$ cat src/rtl/frame_rx_pkg.sv
// How it works
// Serial bytes outside a frame, before a valid header, are ignored.
// Frame is header, byte count, command packets, then checksum.
// One frame may carry one or several commands, handled together.
// Commands run only after the count and checksum are both validated.
// First byte of each packet is the command; it sets the length.
// Parser holds the packet length of every supported command.
// Pointer-set packet is three bytes; two address bytes load the pointer.
// Link is point-to-point; host talks to one device at a time.
// Auto-transmit input sends a fixed data frame without host requests.
// Checksum is the sum of all preceding frame bytes modulo 256.
// Checksum failure runs no command and replies with the fail code.
// Data frames use acknowledge as header and the same checksum.
// Link runs at 4.8 kbps, start, eight data bits, stop.
// Bad header or count that disagrees with packets drops the frame.
// Partial frame is dropped after an inter-byte timeout.
package frame_rx_pkg;
	localparam int CLK_HZ = 20_000_000;
	localparam int BAUD_BPS = 4800;
	localparam int BIT_CYCLES = CLK_HZ / BAUD_BPS;
	localparam int TIMEOUT_US = 10_000;
	localparam int TIMEOUT_CYCLES = TIMEOUT_US * (CLK_HZ / 1_000_000);
	localparam int AUTO_PERIOD_MS = 100;
	localparam int AUTO_CYCLES = AUTO_PERIOD_MS * (CLK_HZ / 1000);
	localparam logic [3:0] STOP_BIT_IDX = 4'h9;
	localparam logic [7:0] FRAME_HEADER = 8'ha5;
	localparam logic [7:0] ACK_BYTE = 8'h06;
	localparam logic [7:0] CHECKSUM_FAIL_REPLY = 8'h51;
	localparam logic [7:0] MIN_FRAME_LEN = 8'h04;
	localparam logic [7:0] FIRST_CMD_IDX = 8'h02;
	localparam logic [7:0] AUTO_FRAME_LEN = 8'h07;
	localparam int AUTO_DATA_BYTES = 4;
	localparam logic [7:0] CMD_READ16 = 8'h52;
	localparam logic [7:0] CMD_READ32 = 8'h44;
	localparam logic [7:0] CMD_WRITE16 = 8'h57;
	localparam logic [7:0] CMD_WRITE32 = 8'h45;
	localparam logic [7:0] CMD_READN = 8'h4e;
	localparam logic [7:0] CMD_WRITEN = 8'h4d;
	localparam logic [7:0] CMD_SELECT = 8'h4c;
	localparam logic [7:0] CMD_DESELECT = 8'h4b;
	localparam logic [7:0] CMD_SET_PTR = 8'h41;
	localparam logic [7:0] CMD_SAVE = 8'h53;
	localparam logic [7:0] CMD_PAGE_READ = 8'h42;
	localparam logic [7:0] CMD_PAGE_WRITE = 8'h50;
	localparam logic [7:0] CMD_ERASE = 8'h4f;
	localparam logic [7:0] CMD_CAL_GAIN = 8'h5a;
	localparam logic [7:0] CMD_CAL_REACT = 8'h7a;
	localparam logic [7:0] CMD_CAL_FREQ = 8'h76;

	typedef enum logic [4:0] {
		ST_IDLE = 5'h01,
		ST_RECV = 5'h02,
		ST_CHECK = 5'h04,
		ST_DISPATCH = 5'h08,
		ST_REPLY = 5'h10
	} rx_state_e;
endpackage

$ cat src/rtl/serial_if.sv
interface serial_if;
	logic [7:0] rx_byte;
	logic rx_valid;
	logic [7:0] tx_byte;
	logic tx_go;
	logic tx_busy;
	logic tx_line;
	modport port (output rx_byte, rx_valid, tx_busy, tx_line,
		input tx_byte, tx_go);
	modport core (input rx_byte, rx_valid, tx_busy, tx_line,
		output tx_byte, tx_go);
endinterface

$ cat src/rtl/host_frame_command_receiver.sv
module host_frame_command_receiver #(
	parameter int BIT_CYC = frame_rx_pkg::BIT_CYCLES,
	parameter int TIMEOUT_CYC = frame_rx_pkg::TIMEOUT_CYCLES,
	parameter int AUTO_CYC = frame_rx_pkg::AUTO_CYCLES
) (
	input wire logic clk_sys,
	input wire logic rst_b,
	input wire logic uart_rx,
	output logic uart_tx,
	input wire logic auto_tx_en,
	input wire logic [31:0] auto_data,
	output logic cmd_valid,
	output logic [7:0] cmd_code,
	output logic [15:0] cmd_arg,
	output logic [15:0] addr_ptr
);
	import frame_rx_pkg::*;

	serial_if lnk ();
	rx_state_e state_r;
	logic [7:0] frame_mem [0:255];
	logic [7:0] reply_r [0:6];
	logic [7:0] idx_r, count_r, sum_r, pkt_r, reply_len_r, tx_idx_r;
	logic [23:0] tmo_r, auto_r;
	logic cmd_valid_r, tx_go_r;
	logic [7:0] cmd_code_r, tx_byte_r;
	logic [15:0] cmd_arg_r, addr_ptr_r;
	logic [8:0] pkt_next;
	logic [7:0] cur_len, last_idx, auto_sum;
	logic rx_last, auto_fire, reply_done;

	serial_port #(.BIT_CYC(BIT_CYC)) u_port (
		.clk_sys(clk_sys),
		.rst_b(rst_b),
		.rx_pin(uart_rx),
		.lnk(lnk.port)
	);

	assign uart_tx = lnk.tx_line;
	assign cmd_valid = cmd_valid_r;
	assign cmd_code = cmd_code_r;
	assign cmd_arg = cmd_arg_r;
	assign addr_ptr = addr_ptr_r;
	assign lnk.tx_go = tx_go_r;
	assign lnk.tx_byte = tx_byte_r;

	// Zero marks an unknown command, which rejects the whole frame
	function automatic logic [7:0] packet_len(input logic [7:0] code,
			input logic [7:0] nbytes);
		unique case (code)
			CMD_READ16, CMD_READ32: packet_len = 8'h01;
			CMD_WRITE16: packet_len = 8'h03;
			CMD_WRITE32: packet_len = 8'h05;
			CMD_SET_PTR: packet_len = 8'h03;
			CMD_PAGE_WRITE: packet_len = 8'h12;
			CMD_WRITEN: packet_len = nbytes + 8'h02;
			CMD_READN, CMD_SELECT, CMD_DESELECT, CMD_SAVE, CMD_PAGE_READ,
			CMD_ERASE, CMD_CAL_GAIN, CMD_CAL_REACT,
			CMD_CAL_FREQ: packet_len = 8'h02;
			default: packet_len = 8'h00;
		endcase
	endfunction

	always_comb begin
		cur_len = packet_len(frame_mem[pkt_r], frame_mem[pkt_r + 8'h01]);
		pkt_next = {1'b0, pkt_r} + {1'b0, cur_len};
		last_idx = count_r - 8'h01;
		rx_last = (idx_r != 8'h01) && (idx_r == last_idx);
		auto_fire = auto_tx_en && auto_r == 24'(AUTO_CYC - 1);
		auto_sum = ACK_BYTE + AUTO_FRAME_LEN + auto_data[31:24]
			+ auto_data[23:16] + auto_data[15:8] + auto_data[7:0];
		reply_done = !lnk.tx_busy && !tx_go_r && tx_idx_r == reply_len_r;
	end

	// Frame buffer: every byte after the header is held until the frame validates
	always_ff @(posedge clk_sys) begin
		if (lnk.rx_valid && state_r == ST_RECV) begin
			frame_mem[idx_r] <= lnk.rx_byte;
		end
	end

	always_ff @(posedge clk_sys) begin
		if (!rst_b) begin
			state_r <= ST_IDLE;
			idx_r <= 8'h00;
			count_r <= 8'h00;
			sum_r <= 8'h00;
			pkt_r <= 8'h00;
		end else begin
			unique case (state_r)
				ST_IDLE: begin
					if (lnk.rx_valid && lnk.rx_byte == FRAME_HEADER) begin
						state_r <= ST_RECV;
						idx_r <= 8'h01;
						sum_r <= lnk.rx_byte;
					end else if (auto_fire) begin
						state_r <= ST_REPLY;
					end
				end
				ST_RECV: begin
					if (tmo_r == 24'(TIMEOUT_CYC - 1)) begin
						state_r <= ST_IDLE;
					end else if (lnk.rx_valid) begin
						idx_r <= idx_r + 8'h01;
						sum_r <= sum_r + lnk.rx_byte;
						if (idx_r == 8'h01) begin
							count_r <= lnk.rx_byte;
							if (lnk.rx_byte < MIN_FRAME_LEN) begin
								state_r <= ST_IDLE;
							end
						end else if (rx_last) begin
							pkt_r <= FIRST_CMD_IDX;
							state_r <= (sum_r == lnk.rx_byte) ? ST_CHECK
								: ST_REPLY;
						end
					end
				end
				ST_CHECK: begin
					// Dry walk proves packets end exactly at the checksum
					if (cur_len == 8'h00 || pkt_next > {1'b0, last_idx}) begin
						state_r <= ST_IDLE;
					end else if (pkt_next == {1'b0, last_idx}) begin
						pkt_r <= FIRST_CMD_IDX;
						state_r <= ST_DISPATCH;
					end else begin
						pkt_r <= pkt_next[7:0];
					end
				end
				ST_DISPATCH: begin
					pkt_r <= pkt_next[7:0];
					if (pkt_next == {1'b0, last_idx}) begin
						state_r <= ST_REPLY;
					end
				end
				ST_REPLY: begin
					if (reply_done) begin
						state_r <= ST_IDLE;
					end
				end
				default: state_r <= ST_IDLE;
			endcase
		end
	end

	always_ff @(posedge clk_sys) begin
		if (!rst_b || state_r != ST_RECV || lnk.rx_valid) begin
			tmo_r <= 24'h000000;
		end else begin
			tmo_r <= tmo_r + 24'h000001;
		end
	end

	// Period restarts while disabled or while host traffic is in progress
	always_ff @(posedge clk_sys) begin
		if (!rst_b || !auto_tx_en || state_r != ST_IDLE || auto_fire) begin
			auto_r <= 24'h000000;
		end else begin
			auto_r <= auto_r + 24'h000001;
		end
	end

	always_ff @(posedge clk_sys) begin
		if (!rst_b) begin
			cmd_valid_r <= 1'b0;
			cmd_code_r <= 8'h00;
			cmd_arg_r <= 16'h0000;
			addr_ptr_r <= 16'h0000;
		end else begin
			cmd_valid_r <= state_r == ST_DISPATCH;
			if (state_r == ST_DISPATCH) begin
				cmd_code_r <= frame_mem[pkt_r];
				cmd_arg_r <= {frame_mem[pkt_r + 8'h01],
					frame_mem[pkt_r + 8'h02]};
				if (frame_mem[pkt_r] == CMD_SET_PTR) begin
					addr_ptr_r <= {frame_mem[pkt_r + 8'h01],
						frame_mem[pkt_r + 8'h02]};
				end
			end
		end
	end

	// Reply content is latched on the edge that takes the checksum byte or fires the auto frame
	always_ff @(posedge clk_sys) begin
		if (!rst_b) begin
			reply_len_r <= 8'h00;
			for (int i = 0; i < 7; i++) begin
				reply_r[i] <= 8'h00;
			end
		end else if (state_r == ST_IDLE && auto_fire
				&& !(lnk.rx_valid && lnk.rx_byte == FRAME_HEADER)) begin
			reply_r[0] <= ACK_BYTE;
			reply_r[1] <= AUTO_FRAME_LEN;
			reply_r[2] <= auto_data[31:24];
			reply_r[3] <= auto_data[23:16];
			reply_r[4] <= auto_data[15:8];
			reply_r[5] <= auto_data[7:0];
			reply_r[6] <= auto_sum;
			reply_len_r <= AUTO_FRAME_LEN;
		end else if (state_r == ST_RECV && lnk.rx_valid && rx_last) begin
			reply_r[0] <= (sum_r == lnk.rx_byte) ? ACK_BYTE
				: CHECKSUM_FAIL_REPLY;
			reply_len_r <= 8'h01;
		end
	end

	// Byte is latched together with its strobe, so the port never sees
	// the index that has already moved on to the next byte
	always_ff @(posedge clk_sys) begin
		if (!rst_b || state_r != ST_REPLY) begin
			tx_go_r <= 1'b0;
			tx_idx_r <= 8'h00;
			tx_byte_r <= 8'h00;
		end else begin
			tx_go_r <= 1'b0;
			if (!lnk.tx_busy && !tx_go_r && tx_idx_r != reply_len_r) begin
				tx_go_r <= 1'b1;
				tx_byte_r <= reply_r[tx_idx_r[2:0]];
				tx_idx_r <= tx_idx_r + 8'h01;
			end
		end
	end
endmodule

$ cat src/rtl/serial_port.sv
module serial_port #(
	parameter int BIT_CYC = frame_rx_pkg::BIT_CYCLES
) (
	input wire logic clk_sys,
	input wire logic rst_b,
	input wire logic rx_pin,
	serial_if.port lnk
);
	import frame_rx_pkg::*;

	logic rx_meta_r, rx_sync_r, rx_busy_r, tx_busy_r, tx_line_r, rx_valid_r;
	logic [15:0] rx_cnt_r, tx_cnt_r;
	logic [3:0] rx_bit_r, tx_bit_r;
	logic [7:0] rx_sh_r;
	logic [9:0] tx_sh_r;

	assign lnk.rx_byte = rx_sh_r;
	assign lnk.rx_valid = rx_valid_r;
	assign lnk.tx_busy = tx_busy_r;
	assign lnk.tx_line = tx_line_r;

	// Pin crosses from the host's timing; only the second stage is read
	always_ff @(posedge clk_sys) begin
		rx_meta_r <= rx_pin;
		rx_sync_r <= rx_meta_r;
	end

	// Mid-bit sampling, LSB first; a stop bit of 0 drops the byte
	always_ff @(posedge clk_sys) begin
		rx_valid_r <= 1'b0;
		if (!rst_b) begin
			rx_busy_r <= 1'b0;
			rx_cnt_r <= 16'h0000;
			rx_bit_r <= 4'h0;
			rx_sh_r <= 8'h00;
		end else if (!rx_busy_r) begin
			if (!rx_sync_r) begin
				rx_busy_r <= 1'b1;
				rx_cnt_r <= 16'(BIT_CYC / 2);
				rx_bit_r <= 4'h0;
			end
		end else if (rx_cnt_r != 16'h0000) begin
			rx_cnt_r <= rx_cnt_r - 16'h0001;
		end else begin
			rx_cnt_r <= 16'(BIT_CYC - 1);
			rx_bit_r <= rx_bit_r + 4'h1;
			if (rx_bit_r == 4'h0 && rx_sync_r) begin
				rx_busy_r <= 1'b0; // Glitch, not a start bit
			end else if (rx_bit_r == STOP_BIT_IDX) begin
				rx_busy_r <= 1'b0;
				rx_valid_r <= rx_sync_r;
			end else if (rx_bit_r != 4'h0) begin
				rx_sh_r <= {rx_sync_r, rx_sh_r[7:1]};
			end
		end
	end

	always_ff @(posedge clk_sys) begin
		if (!rst_b) begin
			tx_busy_r <= 1'b0;
			tx_line_r <= 1'b1;
			tx_sh_r <= 10'h3ff;
			tx_cnt_r <= 16'h0000;
			tx_bit_r <= 4'h0;
		end else if (!tx_busy_r) begin
			tx_line_r <= 1'b1;
			if (lnk.tx_go) begin
				tx_busy_r <= 1'b1;
				tx_sh_r <= {1'b1, lnk.tx_byte, 1'b0};
				tx_line_r <= 1'b0;
				tx_cnt_r <= 16'(BIT_CYC - 1);
				tx_bit_r <= 4'h0;
			end
		end else if (tx_cnt_r != 16'h0000) begin
			tx_cnt_r <= tx_cnt_r - 16'h0001;
		end else if (tx_bit_r == STOP_BIT_IDX) begin
			tx_busy_r <= 1'b0;
			tx_line_r <= 1'b1;
		end else begin
			tx_cnt_r <= 16'(BIT_CYC - 1);
			tx_bit_r <= tx_bit_r + 4'h1;
			tx_line_r <= tx_sh_r[1];
			tx_sh_r <= {1'b1, tx_sh_r[9:1]};
		end
	end
endmodule

$ cat config.mk
export PLATFORM = sky130hd
export DESIGN_NAME = host_frame_command_receiver
export DESIGN_NICKNAME = d
export VERILOG_FILES = /design/src/rtl/frame_rx_pkg.sv /design/src/rtl/serial_if.sv /design/src/rtl/host_frame_command_receiver.sv /design/src/rtl/serial_port.sv
export SDC_FILE = /design/constraint.sdc
export NUM_CORES = 2
export LEC_CHECK = 0
export CELL_PAD_IN_SITES_DETAIL_PLACEMENT = 1
export CELL_PAD_IN_SITES_GLOBAL_PLACEMENT = 1
export CORE_MARGIN = 2
export CORE_UTILIZATION = 30
export CTS_CLUSTER_SIZE = 28
export DETAILED_ROUTE_END_ITERATION = 10
export DONT_BUFFER_PORTS = 1
export PLACE_DENSITY_LB_ADDON = 0.1
export SLEW_MARGIN = 20
export SYNTH_ARGS = -nofsm -noshare
export SYNTH_HDL_FRONTEND = slang
export SYNTH_SLANG_ARGS = --single-unit
$ cat constraint.sdc
create_clock -name clk_sys -period 6.8 [get_ports clk_sys]
set_clock_uncertainty 0.05 [all_clocks]
set_input_delay 1.36 -clock clk_sys [delete_from_list [all_inputs] [get_ports clk_sys]]
set_output_delay 1.36 -clock clk_sys [all_outputs]
set_load 0.01 [all_outputs]
After elaboration in Yosys (flattened, before gate mapping):

Memories as Yosys holds them, arrays and structs flattened. A register that Yosys moved wholly into a read port is not among the register bits.
Index checks and enable logic that the tools add are counted.
Widths: inputs -> output; s select.

* bits in registers: 202
* memory bits (writable): 2104
* bits of input ports: 36
* output and inout port bits: 42
* word-level logic and storage cells: 245
* memories kept: 2

Memory list
* frame_mem: words 256, bits a word 8, read ports 3, clocked after Yosys merged registers in 1, write ports 1, line host_frame_command_receiver.sv:21 `logic [7:0] frame_mem [0:255];`
* reply_r: words 7, bits a word 8, read ports 1, clocked after Yosys merged registers in 1, write ports 7, line host_frame_command_receiver.sv:22 `logic [7:0] reply_r [0:6];`

* $add $sub $neg: 18
* $lt $le $gt $ge: 2
* eq/ne operators: 54
* muxes and demuxes: 84
* bitwise operators: 14
* reductions and logical operators: 45

Operators with widths (count)
* $mux 8: 22
* $eq 8x7->1 const B: 16
* $mux 16: 7
* $mux 5: 12
* $add 24x1->24 const B: 2
* $pmux 8 s6: 1
* $mux 10: 4
* $add 8x8->8: 4
* $pmux 8 s2: 2
* $reduce_bool 16->1: 2
* $sub 16x1->16 const B: 2
* $mux 4: 7
* $pmux 5 s5: 1
* $add 8x1->8 const B: 3
* $eq 24x18->1 const B: 1
* $eq 24x21->1 const B: 1
* $mux 1: 24
* $pmux 8 s3: 1
* $ne 2x2->1 const B: 10
* $add 8x2->8 const B: 2
* $eq 8x8->1: 2
* $logic_and 1x1->1: 11
* $add 8x8->9: 1
* $eq 9x8->1: 1
* 43 further kinds: 78

Logic depth before layout (Yosys ltp):

An unclocked memory read counts as a cell.

* depth after elaboration: 11
* depth in mapped cells: 37
* mapped depth without buffers: 28

Hierarchy:

A second synthesis with hierarchy kept.

* cell total of the unflattened synthesis: 7474
* area, all modules: 126880.4 um2

By module, submodules not included
* host_frame_command_receiver: times used 1, cells each 7117, area each 123837.5 um2, sequential area each 65743.1 um2
* serial_port: times used 1, cells each 357, area each 3042.9 um2, sequential area each 1241.2 um2

Worst setup path after synthesis:

No wires, ideal clock.

* path type: reg2reg
* from: reg pkt_r[1]
* to: reg (tool-made name)
* library setup time: 0.132 ns
* arrival: 6.397 ns
* data required time: 6.618 ns
* slack: 0.221 ns
* stages on the path, launching flop included: 32
* buffers on the path: 8
* clock period less this slack: 6.579 ns
* path through: dfxtp_1 > ha_1 > buf_4 > buf_6 > buf_4 > buf_6 > buf_4 > buf_6 > buf_6 > mux4_2 > mux4_2 > o311a_1 > a311oi_1 > a31oi_1 > inv_1 > o22ai_1 > ha_1 > fa_1 > a21o_1 > a21oi_1 > o21bai_1 > a21oi_1 > xor2_1 > inv_1 > ha_1 > nand4_1 > or3_1 > and2_1 > a21o_1 > a21oi_2 > buf_6 > o32ai_1

RTL lines
* start, declared: line host_frame_command_receiver.sv:23 `logic [7:0] idx_r, count_r, sum_r, pkt_r, reply_len_r, tx_idx_r;`
* start signal, assigned: line host_frame_command_receiver.sv:126 `pkt_r <= pkt_next[7:0];`
* start signal, assigned: line host_frame_command_receiver.sv:130 `pkt_r <= pkt_next[7:0];`

==> impl_metrics.toml <==
[setup_path]
crit_path_end_kind = "flip-flop"
cp.required_ps = 7570
reg2reg_depth = 31
critPathSlowestCell = "or4_4"
start_kind = "flip-flop"
rrSetupSlack_ps = -270
cpMostUsedCell = "buf_6"
path_class = "flip-flop to flip-flop"
arrival_ps = 7840
critPathMaxFanout = 8
max_stage_delay_ps = 580
r2r_end = "pkt_r[2]$_SDFFE_PN0P_"

[global_route]
met3_usage_pct = 5.91
gr-usage-met2_pct = 42.8
grt_overflow_total = 0
grt_busiest_layer = "met2"
antenna_found_initial = 87
grt_pass1_vias = 89100
grt_util_met1_pct = 36.9
grt_pass1_wl_mm = 805
grt_usage_pct = 27.4
grt_max_degree = 148

[worst_hold_path]
holdPathStages = 0
hold_class = "flip-flop to flip-flop"
worstHoldEndpoint = "u_port.rx_sync_r$_DFF_P_"
hp-start = "u_port.rx_meta_r$_DFF_P_"

[finish]
multiInputGateArea_um2 = 56800
syn_to_final_growth_pct = 22.4
n_fill_cell = 42000
final_util_pct = 36.8
regArea_um2 = 67000
drive_above_1_share_pct = 42.1
fin_nets = 8870
fin_area_um2 = 154000

[place]
place.gp.congestion = 0.961
dpl_cell_area_um2 = 142000
dp_hpwl_mm = 437
io_buffers = 0

[logic_synthesis]
async_flop_share_pct = 0
synth.most_common_cell = "edfxtp_1"
synth_ff_type = "edfxtp_1"
ys_seq_area_share_pct = 53.1
synth.distinct_cells = 104
netlist.area_leader.share_pct = 49.5
syn_inst = 7709
synth_top_area_cell = "edfxtp_1"
ys_warn_count = 0
syn_nets = 7818
syn_area_um2 = 126000
yosys_register_bits = 2306
syn_avg_cell_area_um2 = 16.4
synth_edf_count = 2080
synth_area_leaders = "edfxtp_1 49%, mux4_2 28%, dfxtp_1 3.6%"
synth_common_cells = "2080 x edfxtp_1, 1597 x mux4_2, 592 x nand2_1"

[detailed_routing]
drc_errors = 0
viasPerCell = 6.07
drt-initial-drc-count = 11400
route.detailed.wl_per_inst_um = 41.0
totalWireLength_mm = 597
vias = 88500
ant_nets = 0
first_pass_iters = 5

[status]
failed_checks = "setup timing"
status = "finished with violations"

[pwr]
p_sw_mw = 7.00
combPwrFrac_pct = 1.1
p_per_area_nw_per_um2 = 206
clkPwrFrac_pct = 50.9
p_int_mw = 24.8
p_seq_share_pct = 47.9
p_sw_share_pct = 22.0
p_leak_nw = 48.7
max-vdd-ir-drop_mv = 0.197

[floorplanning]
core_um2 = 420000
die_area_um2 = 426000
boundaryPins = 78
rows = 238
start_util_pct = 30.1
die_h_um = 653
die_width_um = 653

[clock_network]
clock_path_buffers = 4
clk_pin_slew_ps = 60
numCtsBuffers = 296
clk_latency_ps = 970
hold_buffers = 0
htreeDepth = 5
root_buffer = "clkbuf_16"
cts.sinks = 2306
cts_tree = "built"

[timing]
finalCritPeriodShare_pct = 104
period_needed_ps = 7070
worst_pin_slew_ps = 1220
rsz0062_at_grt = "true"
setup_viol = 19
hold_viol = 0
slew_headroom_pct = 18.3
finalMaxSlewViolations = 0
fmax_mhz = 141
timing.final.ws_setup_ps = -269

[run]
cap_violations = 0
## cell usage in the layout, fill, tap and decap left out, drive strengths merged, types with 14 or more instances in the layout
cell type / count
fa: 15
nand4: 52
o22ai: 50
clkbuf: 363
o32ai: 17
mux2i: 314
nand3b: 21
or4: 14
nor3b: 31
clkinv: 110
nand2: 593
ha: 58
nor4: 47
edfxtp: 2080
o21ai: 82
and3: 60
and2: 18
a22o: 18
xor2: 60
nand3: 188
buf: 1397
a31oi: 67
mux4: 1599
xnor2: 55
diode: 65
o211ai: 31
dfxtp: 226
nor2b: 54
or3: 18
a21oi: 177
nor2: 519
a32oi: 51
bufinv: 32
mux2: 19
nand2b: 22
a211oi: 35
a221oi: 19
nor3: 87
a22oi: 154
inv: 77
## through the flow
stage / worst slack [ps] / std cells / total power [mW] / hold slack [ps] / TNS, ps
5_1_grt: -388 / 14600 / 32.7 / 336 / -6790
4_1_cts: -52.7 / 14400 / 32.2 / 297 / -544
3_5_place_dp: -1180 / 13900 / 15.9 / 315 / -22520
6_report: -269 / 14600 / 31.8 / 317 / -4420
3_3_place_gp: -1370 / 13800 / 15.9 / 315 / -26550
2_1_floorplan: 221 / 7709 / 15.8 / 260 / 0
## logic make-up (layout without fill, tap and decap cells)
logic type | count (synthesis) | count (layout) | synth area share, %
AOI/OAI and AO/OA | 812 | 813 | 4.51
buffers and inverters | 713 | 1994 | 3.20
adders and majority gates | 73 | 73 | 0.813
muxes | 1932 | 1932 | 31.2
and+or+nand+nor | 1758 | 1758 | 6.41
DFF | 2306 | 2306 | 53.1
other | 0 | 65 | 0
xor gates and xnor gates | 115 | 115 | 0.810
## per-layer routing
metal / share of wire [%] / up-vias / routed length, um
met5: 0.041 / - / 246
met4: 5.0 / 36 / 29900
met3: 8.7 / 924 / 52100
met2: 46 / 4580 / 272000
met1: 41 / 48400 / 243000
li1: - / 34500 / -
## final cells by class
type,count,area share [%]
clock inverters,171,1.25
flip-flops and latches,2306,43.4
repair buffers,1406,8.80
clock buffers,357,5.06
multi-input cells,4691,36.8
inverters,60,0.147
diodes,65,0.105
well taps,5520,4.47
## flip-flops by register name (all words and copies together) (netlist names), 16 cells and up, named ones only
name             count
frame_mem         2048
reply_r             43
auto_r              24
addr_ptr            16
u_port.tx_cnt_r     16
tmo_r               24
cmd_arg             16
u_port.rx_cnt_r     16
## power groups by stage
stage | clock network, mW | logic (mW) | registers (mW)
5_1_grt | 17.0 | 0.405 | 15.3
2_1_floorplan | 0 | 0.245 | 15.6
4_1_cts | 16.5 | 0.358 | 15.3
6_report | 16.2 | 0.361 | 15.3
3_3_place_gp | 0 | 0.348 | 15.6
3_5_place_dp | 0 | 0.355 | 15.6
## how the worst max path moves through the flow
stage	to
floorplan	flip-flop
global placement	flip-flop
detailed placement	pkt_r[1]$_SDFFE_PN0P_
CTS	pkt_r[1]$_SDFFE_PN0P_
global route	pkt_r[7]$_SDFFE_PN0P_
finish	pkt_r[2]$_SDFFE_PN0P_
## what timing repair did
| item | 4_1_cts | 5_1_grt |
|---|---|---|
| gates resized for setup | 149 | 113 |
| setup buffers | 56 | 63 |
| cloned | 7 | 6 |
| endpoints found under the setup margin | 20 | 20 |
| pin swaps | 34 | 48 |
## critical path: cells and delay by family (launching register included)
family                   cells  cell delay (ps)
AO/OA/AOI/OAI                9             1840
AND/OR/NAND/NOR              8             1630
buffers and inverters       10             1570
adder cells (fa/ha/maj)      2              620
multiplexers                 1              560
flip-flops                   1              370
XOR/XNOR                     1              230
Note: power is estimated with default switching activity, not from simulation.
